===== src/hdl/adcsc_pkg.sv =====
/*
  Package for the converter start and flag control block.
  Assumes a byte-wide register port and a 10 MHz system clock.
*/
package adcsc_pkg;
  // Register indices (byte addresses on the plain port)
  localparam logic [3:0] ADDR_CTRL = 4'h0;
  localparam logic [3:0] ADDR_RES_HIGH = 4'h1;
  localparam logic [3:0] ADDR_RES_LOW = 4'h2;
  localparam logic [3:0] ADDR_IRQ_STATUS = 4'h3;
  localparam logic [3:0] ADDR_IRQ_CLEAR = 4'h4;
  localparam logic [3:0] ADDR_IRQ_ENABLE = 4'h5;
  // Control register field positions
  localparam int BIT_BUSY = 4;
  localparam int BIT_SRC_HI = 3;
  localparam int BIT_SRC_LO = 2;
  localparam int BIT_WINDOW = 1;
  localparam int BIT_ALIGN = 0;
  // Interrupt status bit positions
  localparam int IRQ_DONE = 0;
  localparam int IRQ_WINDOW = 1;
  localparam int IRQ_BITS = 2;
  // Reset values
  localparam logic [7:0] CTRL_RESET = 8'h00;
  localparam logic [1:0] IRQ_EN_RESET = 2'h0;
  // Conversion length in clock cycles
  localparam int CONV_TIME_NS = 1600;
  localparam int CLK_PERIOD_NS = 100;
  localparam logic [4:0] CONV_CYCLES = 5'((CONV_TIME_NS + CLK_PERIOD_NS - 1) / CLK_PERIOD_NS);
  localparam int RESULT_WIDTH = 10;

  typedef enum logic [1:0] {
    SRC_SOFTWARE,
    SRC_TIMER3,
    SRC_EXT_PIN,
    SRC_TIMER2
  } adcsc_src_t;

  typedef enum logic [0:0] {
    ST_IDLE,
    ST_CONVERT
  } adcsc_state_t;
endpackage


===== src/hdl/adcsc_start_if.sv =====
/*
  Interface between the control block and its trigger selector.
  Assumes both ends share clk_sys.
*/
`timescale 1ns/10ps
interface adcsc_start_if;
  logic [1:0] source;
  logic sw_start;
  logic timer3_ovf;
  logic timer2_ovf;
  logic pin_rise;
  logic start;

  modport ctrl (output source, output sw_start, output timer3_ovf, output timer2_ovf,
    output pin_rise, input start);
  modport sel (input source, input sw_start, input timer3_ovf, input timer2_ovf,
    input pin_rise, output start);
endinterface


===== src/hdl/adcsc_trigger_sel.sv =====
/*
  Start-of-conversion trigger selector.
  Assumes every trigger input is a one-cycle pulse on clk_sys.
*/
`timescale 1ns/10ps
module adcsc_trigger_sel (
  adcsc_start_if.sel trig
);
  always_comb begin
    case (adcsc_pkg::adcsc_src_t'(trig.source))
      adcsc_pkg::SRC_SOFTWARE: trig.start = trig.sw_start;
      adcsc_pkg::SRC_TIMER3: trig.start = trig.timer3_ovf;
      adcsc_pkg::SRC_EXT_PIN: trig.start = trig.pin_rise;
      adcsc_pkg::SRC_TIMER2: trig.start = trig.timer2_ovf;
      default: trig.start = 1'b0;
    endcase
  end
endmodule


===== src/hdl/adcsc_control.sv =====
/*
  Converter start and flag control: control register, trigger choice,
  busy timing, window flag, result alignment and interrupt.
  Assumes timer overflows and window match are clk_sys pulses; the
  convert pin is asynchronous; the analog core delivers data when done.
*/
`timescale 1ns/10ps
module adcsc_control (
  // Clock and reset
  input wire logic clk_sys,
  input wire logic rst_n,
  // Register port
  input wire logic [3:0] reg_addr,
  input wire logic [7:0] reg_wdata,
  input wire logic reg_wr,
  input wire logic reg_rd,
  output logic [7:0] reg_rdata,
  // Trigger sources
  input wire logic timer3_ovf,
  input wire logic timer2_ovf,
  input wire logic external_convert_pin,
  // Converter core
  input wire logic window_match,
  input wire logic [9:0] conv_data,
  output logic conv_start,
  // Interrupt
  output logic irq
);
  typedef struct packed {
    adcsc_pkg::adcsc_state_t state;
    logic [4:0] count;
    logic [1:0] source;
    logic window_match_flag;
    logic result_alignment_bit;
    logic [2:0] pin_sync;
    logic pin_level;
    logic [7:0] result_high_byte;
    logic [7:0] result_low_byte;
    logic [1:0] irq_status;
    logic [1:0] irq_enable;
    logic [7:0] rdata;
    logic start_pulse;
  } adcsc_regs_t;

  adcsc_regs_t st_reg;
  adcsc_regs_t st_next;
  adcsc_start_if trig_if ();

  function automatic logic hit(input logic [3:0] addr, input logic [3:0] target);
    hit = (addr == target);
  endfunction

  logic wr_ctrl;
  logic busy;
  logic [15:0] aligned;

  assign wr_ctrl = reg_wr && hit(reg_addr, adcsc_pkg::ADDR_CTRL);
  assign busy = (st_reg.state == adcsc_pkg::ST_CONVERT);
  assign aligned = st_reg.result_alignment_bit ? {conv_data, 6'h00} : {6'h00, conv_data};

  assign trig_if.source = st_reg.source;
  assign trig_if.sw_start = wr_ctrl && reg_wdata[adcsc_pkg::BIT_BUSY];
  assign trig_if.timer3_ovf = timer3_ovf;
  assign trig_if.timer2_ovf = timer2_ovf;
  assign trig_if.pin_rise = (st_reg.pin_sync[2:1] == 2'b11) && !st_reg.pin_level;

  adcsc_trigger_sel u_sel (
    .trig(trig_if.sel)
  );

  always_comb begin
    st_next = st_reg;
    st_next.start_pulse = 1'b0;
    st_next.pin_sync = {st_reg.pin_sync[1:0], external_convert_pin};
    if (st_reg.pin_sync[2] == st_reg.pin_sync[1]) begin
      st_next.pin_level = st_reg.pin_sync[1];
    end
    if (wr_ctrl) begin
      st_next.source = reg_wdata[adcsc_pkg::BIT_SRC_HI:adcsc_pkg::BIT_SRC_LO];
      st_next.result_alignment_bit = reg_wdata[adcsc_pkg::BIT_ALIGN];
      if (!reg_wdata[adcsc_pkg::BIT_WINDOW]) begin
        st_next.window_match_flag = 1'b0;
      end
    end
    if (window_match) begin
      st_next.window_match_flag = 1'b1;
      st_next.irq_status[adcsc_pkg::IRQ_WINDOW] = 1'b1;
    end
    case (st_reg.state)
      adcsc_pkg::ST_IDLE: begin
        if (trig_if.start) begin
          st_next.state = adcsc_pkg::ST_CONVERT;
          st_next.count = adcsc_pkg::CONV_CYCLES;
          st_next.start_pulse = 1'b1;
        end
      end
      adcsc_pkg::ST_CONVERT: begin
        if (st_reg.count == 5'h01) begin
          st_next.state = adcsc_pkg::ST_IDLE;
          st_next.result_high_byte = aligned[15:8];
          st_next.result_low_byte = aligned[7:0];
        end
        st_next.count = st_reg.count - 5'h01;
      end
      default: st_next.state = adcsc_pkg::ST_IDLE;
    endcase
    if (reg_wr && hit(reg_addr, adcsc_pkg::ADDR_IRQ_CLEAR)) begin
      st_next.irq_status = st_reg.irq_status & ~reg_wdata[1:0];
    end
    if (reg_wr && hit(reg_addr, adcsc_pkg::ADDR_IRQ_ENABLE)) begin
      st_next.irq_enable = reg_wdata[1:0];
    end
    if (busy && st_reg.count == 5'h01) begin
      st_next.irq_status[adcsc_pkg::IRQ_DONE] = 1'b1;
    end
    if (window_match) begin
      st_next.irq_status[adcsc_pkg::IRQ_WINDOW] = 1'b1;
    end
    st_next.rdata = 8'h00;
    if (reg_rd) begin
      case (reg_addr)
        adcsc_pkg::ADDR_CTRL: st_next.rdata = {3'h0, busy, st_reg.source,
          st_reg.window_match_flag, st_reg.result_alignment_bit};
        adcsc_pkg::ADDR_RES_HIGH: st_next.rdata = st_reg.result_high_byte;
        adcsc_pkg::ADDR_RES_LOW: st_next.rdata = st_reg.result_low_byte;
        adcsc_pkg::ADDR_IRQ_STATUS: st_next.rdata = {6'h00, st_reg.irq_status};
        adcsc_pkg::ADDR_IRQ_ENABLE: st_next.rdata = {6'h00, st_reg.irq_enable};
        default: st_next.rdata = 8'h00;
      endcase
    end
  end

  always_ff @(posedge clk_sys) begin
    if (!rst_n) begin
      st_reg <= '0;
      st_reg.state <= adcsc_pkg::ST_IDLE;
      st_reg.irq_enable <= adcsc_pkg::IRQ_EN_RESET;
    end else begin
      st_reg <= st_next;
    end
  end

  assign reg_rdata = st_reg.rdata;
  assign conv_start = st_reg.start_pulse;
  assign irq = |(st_reg.irq_status & st_reg.irq_enable);
endmodule


===== config.mk =====
export PLATFORM = sky130hd
export DESIGN_NAME = adcsc_control
export DESIGN_NICKNAME = d
export VERILOG_FILES = /design/src/hdl/adcsc_pkg.sv /design/src/hdl/adcsc_start_if.sv /design/src/hdl/adcsc_trigger_sel.sv /design/src/hdl/adcsc_control.sv
export SDC_FILE = /design/constraint.sdc
export NUM_CORES = 1
export LEC_CHECK = 0
export BUFFER_PORTS_ARGS = -buffer_cell sky130_fd_sc_hd__buf_2
export CAP_MARGIN = 20
export CORE_AREA = 3 3 68 70
export DETAILED_ROUTE_END_ITERATION = 10
export DIE_AREA = 0 0 71 73
export PLACE_DENSITY_LB_ADDON = 0.12
export RECOVER_POWER = 50
export SYNTH_ARGS = -nofsm -noshare
export SYNTH_HDL_FRONTEND = slang
export SYNTH_SLANG_ARGS = --single-unit

===== constraint.sdc =====
create_clock -name clk_sys -period 1.4 [get_ports clk_sys]
set_input_delay 0.07 -clock clk_sys [delete_from_list [all_inputs] [get_ports clk_sys]]
set_output_delay 0.07 -clock clk_sys [all_outputs]
set_load 0.05 [all_outputs]

## Word-level counts from Yosys, hierarchy flattened

Index checks and enable logic that the tools add are counted.
W data, S select, Z words.

- Bits of input ports: 30
- Register bits: 43

- Add/subtract/negate cells: 1
- Reduce and logical (&&, ||, !) cells: 17
- Eq/ne operators: 13
- Mux-type cells: 14
- Bitwise logic cells: 5

Operators with widths:

| cell | number |
|---|---|
| $pmux W8 S5 | 1 |
| $mux W16 | 1 |
| $pmux W6 S2 | 1 |
| $eq A4 B2 Y1 const B | 2 |
| $eq A4 B3 Y1 const B | 2 |
| $mux W1 | 7 |
| $eq A2 B2 Y1 const B | 3 |
| $logic_and A1 B1 Y1 | 6 |
| $mux W6 | 1 |
| $reduce_and A2 Y1 | 3 |
| $reduce_bool A2 Y1 | 3 |
| $eq A5 B1 Y1 const B | 1 |
| $sub A5 B1 Y5 const B | 1 |
| $and A2 B2 Y2 | 2 |
| $eq A4 B1 Y1 const B | 1 |
| $logic_not A4 Y1 | 1 |
| $mux W2 | 2 |
| $pmux W1 S4 | 1 |
| $reduce_or A2 Y1 | 2 |
| $eq A2 B1 Y1 const B | 1 |
| $logic_not A2 Y1 | 1 |
| $ne A2 B1 Y1 const B | 1 |
| $ne A2 B2 Y1 const B | 1 |
| $not A1 Y1 | 2 |
| 3 further kinds | 3 |

## Logic depth before layout (Yosys ltp)

- Depth in word-level cells: 6
- Depth in mapped cells: 6
- Gate-level depth less buffers: 6

## Hierarchy

A second synthesis with hierarchy kept.

- Cell total of the unflattened synthesis: 217
- Area, all modules: 2006.9 sq um

By module, submodules not included:

| module | area an instance (sq um) | times used | cells each | seq. area each (sq um) |
|---|---|---|---|---|
| adcsc_control | 1984.4 | 1 | 216 | 860.8 |
| adcsc_trigger_sel | 22.5 | 1 | 1 | 0.0 |

## Least setup slack after synthesis

OpenSTA, ideal clock, no wires.

- Path kind: flip-flop to flip-flop
- Start: register st_reg (netlist bit trig_if.source[0])
- End: register st_reg (netlist bit busy)
- Clock period less this slack: 1.234 ns
- Setup time: 0.116 ns
- Slack: 0.166 ns
- Path buffers: 0
- Data required time: 1.284 ns
- Cell stages (with the launch flop): 5
- Arrival: 1.118 ns
- Cells stage by stage: dfxtp_1 nor2_1 a221oi_2 nor3_1 o211a_1

- Longest elaborated chain between the ends: 4
- Elaborated cells between the ends (all ways): 7
- Those cells by class: eq/ne (3); mux (3); reduce/logical (1)

RTL lines:

| item | RTL line | RTL |
|---|---|---|
| start: declaration | adcsc_control.sv:45 | `adcsc_regs_t st_reg;` |
| start signal: assignment | adcsc_control.sv:139 | `st_reg <= st_next;` |
| $eq A2 B2 Y1, or another cell as far along | adcsc_trigger_sel.sv:10 | `case (adcsc_pkg::adcsc_src_t'(trig.source))` |
| $pmux W1 S4 * | adcsc_trigger_sel.sv:10 |  |
| $mux W6 * | adcsc_control.sv:91 | `if (trig_if.start) begin` |
| $pmux W6 S2 * | adcsc_control.sv:89 | `case (st_reg.state)` |

Mark *: on every way between the ends. The rest lies on a longest branch, timed or not. The select of a mux whose other input is x is not followed.
A chain may end at the register's enable or synchronous reset.

## Worst setup path after layout

Ends and elaborated chain as after synthesis.

==> results.sh <==
export IMPL_status="finished clean"
export IMPL_ir_drop_uv=622
export IMPL_async_flop_share_pct=0
export IMPL_wl_um=3920
export IMPL_clock_latency_ns=0.29
export IMPL_grt_antenna_before_repair=0
export IMPL_area_growth_pct=13.1
export IMPL_synth_seq_area_share_pct=42.5
export IMPL_grtUsageTotal_pct=16.0
export IMPL_synthCells=214
export IMPL_viasPerCell=5.24
export IMPL_setup_viol=0
export IMPL_row_count=23
export IMPL_drt_met1_wl_um=1820
export IMPL_tns_ns=0
export IMPL_synth_top_area_cell="dfxtp_1"
export IMPL_gp_congestion=0.823
export IMPL_hold_viol_final=0
export IMPL_powerDensity_nw_per_um2=938
export IMPL_num_nets_final=279
export IMPL_yosys_top_cells_area="dfxtp_1 (42%), mux2i_1 (6.4%), a21boi_0 (4.8%)"
export IMPL_start_kind="flop"
export IMPL_portBuffers=36
export IMPL_rrSetupSlack_ns=0.11
export IMPL_wl_per_cell_um=13.3
export IMPL_arrival_ns=1.47
export IMPL_p_leak_nw=0.925
export IMPL_grt_pass1_wl_um=6510
export IMPL_antenna_cells=0
export IMPL_layout_common_cells="dfxtp_1 (42), buf_2 (25), nand2_1 (20), nor2_1 (13), mux2i_1 (13)"
export IMPL_cp_required_ns=1.58
export IMPL_drive_above_1_share_pct=20.8
export IMPL_slew_headroom_pct=60.3
export IMPL_dp_final_hpwl_um=2910
export IMPL_io_pins=40
export IMPL_min_to="trig_if.source[1]"
export IMPL_wl_met3_um=158
export IMPL_crit_start="trig_if.source[0]"
export IMPL_firstDrtPassIters=4
export IMPL_vias=1547
export IMPL_ys_ff_latch=43
export IMPL_die_area_um2=5180
export IMPL_syn_cell_area_um2=2030
export IMPL_final_common_cell="dfxtp_1"
export IMPL_cts_sinks=43
export IMPL_max_cap_viol_count=0
export IMPL_grt_max_degree=29
export IMPL_cts_tree="built"
export IMPL_fillers=412
export IMPL_route_met2_wl_um=1920
export IMPL_rsz0062_at_grt="false"
export IMPL_top_layer="met4"
export IMPL_netlist_area_leader_share_pct=42.5
export IMPL_endpoint_kind="flop"
export IMPL_reg2reg_depth=5
export IMPL_die_h_um=73
export IMPL_fin_crit_sh_pct=92.2
export IMPL_seqCellArea_um2=862
export IMPL_overflow=0
export IMPL_synth_distinct_cells=43
export IMPL_slew_viol_final=0
export IMPL_grt_pass1_vias=1455
export IMPL_cts_buffers=5
export IMPL_max_slew_worst_pin_slew_ns=0.598
export IMPL_cts_htree_levels=2
export IMPL_hp_start="reg_wdata[3]"
export IMPL_ant_nets=0
export IMPL_timing_hold_worst_path_depth=3
export IMPL_synth_edf_count=0
export IMPL_yosys_warnings=0
export IMPL_placed_cell_area_um2=2210
export IMPL_clock_fmax_ghz=0.775
export IMPL_drc=0
export IMPL_synthFlopType="dfxtp_1"
export IMPL_synth_area_per_cell_um2=9.47
export IMPL_cts_root_buf="clkbuf_8"
export IMPL_largest_reg_flops=29
export IMPL_hold_class="input port to flop"
export IMPL_cts_path_max_buffers=2
export IMPL_synth_net_count=247
export IMPL_r2r_end="busy"
export IMPL_reg2reg_from="trig_if.source[0]"
export IMPL_crit_type="flop to flop"
export IMPL_initial_core_util_pct=50.3
export IMPL_clkTransAtPathRegs_ns=0.07
export IMPL_min_period_ns=1.29
export IMPL_multi_input_area_um2=1010
export IMPL_drt_initial_drc_count=61
export IMPL_die_w_um=71
export IMPL_core_um2=4030
export IMPL_critPathMaxFanout=6
export IMPL_final_area_um2=2290
export IMPL_skew_ns=0.00553
-- through the flow --
step	hold WS [ns]	power, mW	cells	setup WS, ns	utilization (%)
CTS	0.000176	2.18	293	0.00369	56.9
detailed placement	0.283	1.47	286	0.0247	54.8
global route	0.0561	2.26	295	0.000817	56.9
global placement	0.277	1.47	286	0.0855	54.8
floorplan	0.194	1.41	214	0.166	-
finish	0.0392	2.15	295	0.109	56.9
-- worst max-delay path by stage --
| stage | to |
|---|---|
| final | busy |
| after global routing | st_reg[16] |
| after CTS | busy |
| after detailed placement | busy |
| after global placement | busy |
| after floorplan | busy |
-- final cells by class --
type / instances / area share, %
Clock buffer: 6 / 3.17
Inverter: 4 / 0.655
Multi-Input combinational cell: 144 / 43.9
Sequential cell: 43 / 37.6
Tap cell: 50 / 2.73
Timing Repair Buffer: 48 / 12.0
-- layer usage --
metal,up-vias,track usage (%)
met5,-,0
met4,0,4.38
met1,720,20.2
li1,798,-
met2,25,26.5
met3,4,5.10
-- worst max-delay path, cell delays in order (launching register included) --
cell and delay (ns):
dfxtp_1 0.44, nor2_1 0.09, a221oi_2 0.21, buf_4 0.17
nor3_2 0.06, o211a_1 0.22
-- synthesized netlist by cell type, types with 3 or more instances --
cell type and instances:
nand3_1 7, a22oi_1 5, nand2_1 20, a21boi_0 13, inv_1 4, o21a_1 3, buf_2 3, a21oi_1 5
dfxtp_1 43, and3_1 4, nand3b_1 10, mux2i_1 13, ha_1 3, and2_1 6, nor2_1 12, buf_4 9
clkbuf_1 8, o211a_1 6, nor2b_1 9
-- report_power, final --
| part | total (mW) | internal (mW) | switching [mW] |
|---|---|---|---|
| combinational | 0.186 | 0.0912 | 0.0950 |
| sequential | 1.26 | 1.24 | 0.0161 |
| clock | 0.704 | 0.332 | 0.371 |
| total | 2.15 | 1.67 | 0.482 |
-- kinds of logic after synthesis --
family / count (synthesis) / share of synthesized area, %
and+or+nand+nor: 82 / 23.3
AOI/OAI and AO/OA: 43 / 16.8
DFF: 43 / 42.5
buffers and inverters: 27 / 7.65
muxes: 15 / 7.53
adders and majority gates: 3 / 1.85
xor gates and xnor gates: 1 / 0.432
-- what timing repair did --
action                                 CTS  global route
hold buffers                             1             1
gates resized for setup                  0             3
endpoints found under the hold margin    1             1
setup buffers                            0             1
setup endpoints to repair                0             6
(Power assumes the default switching activity.)
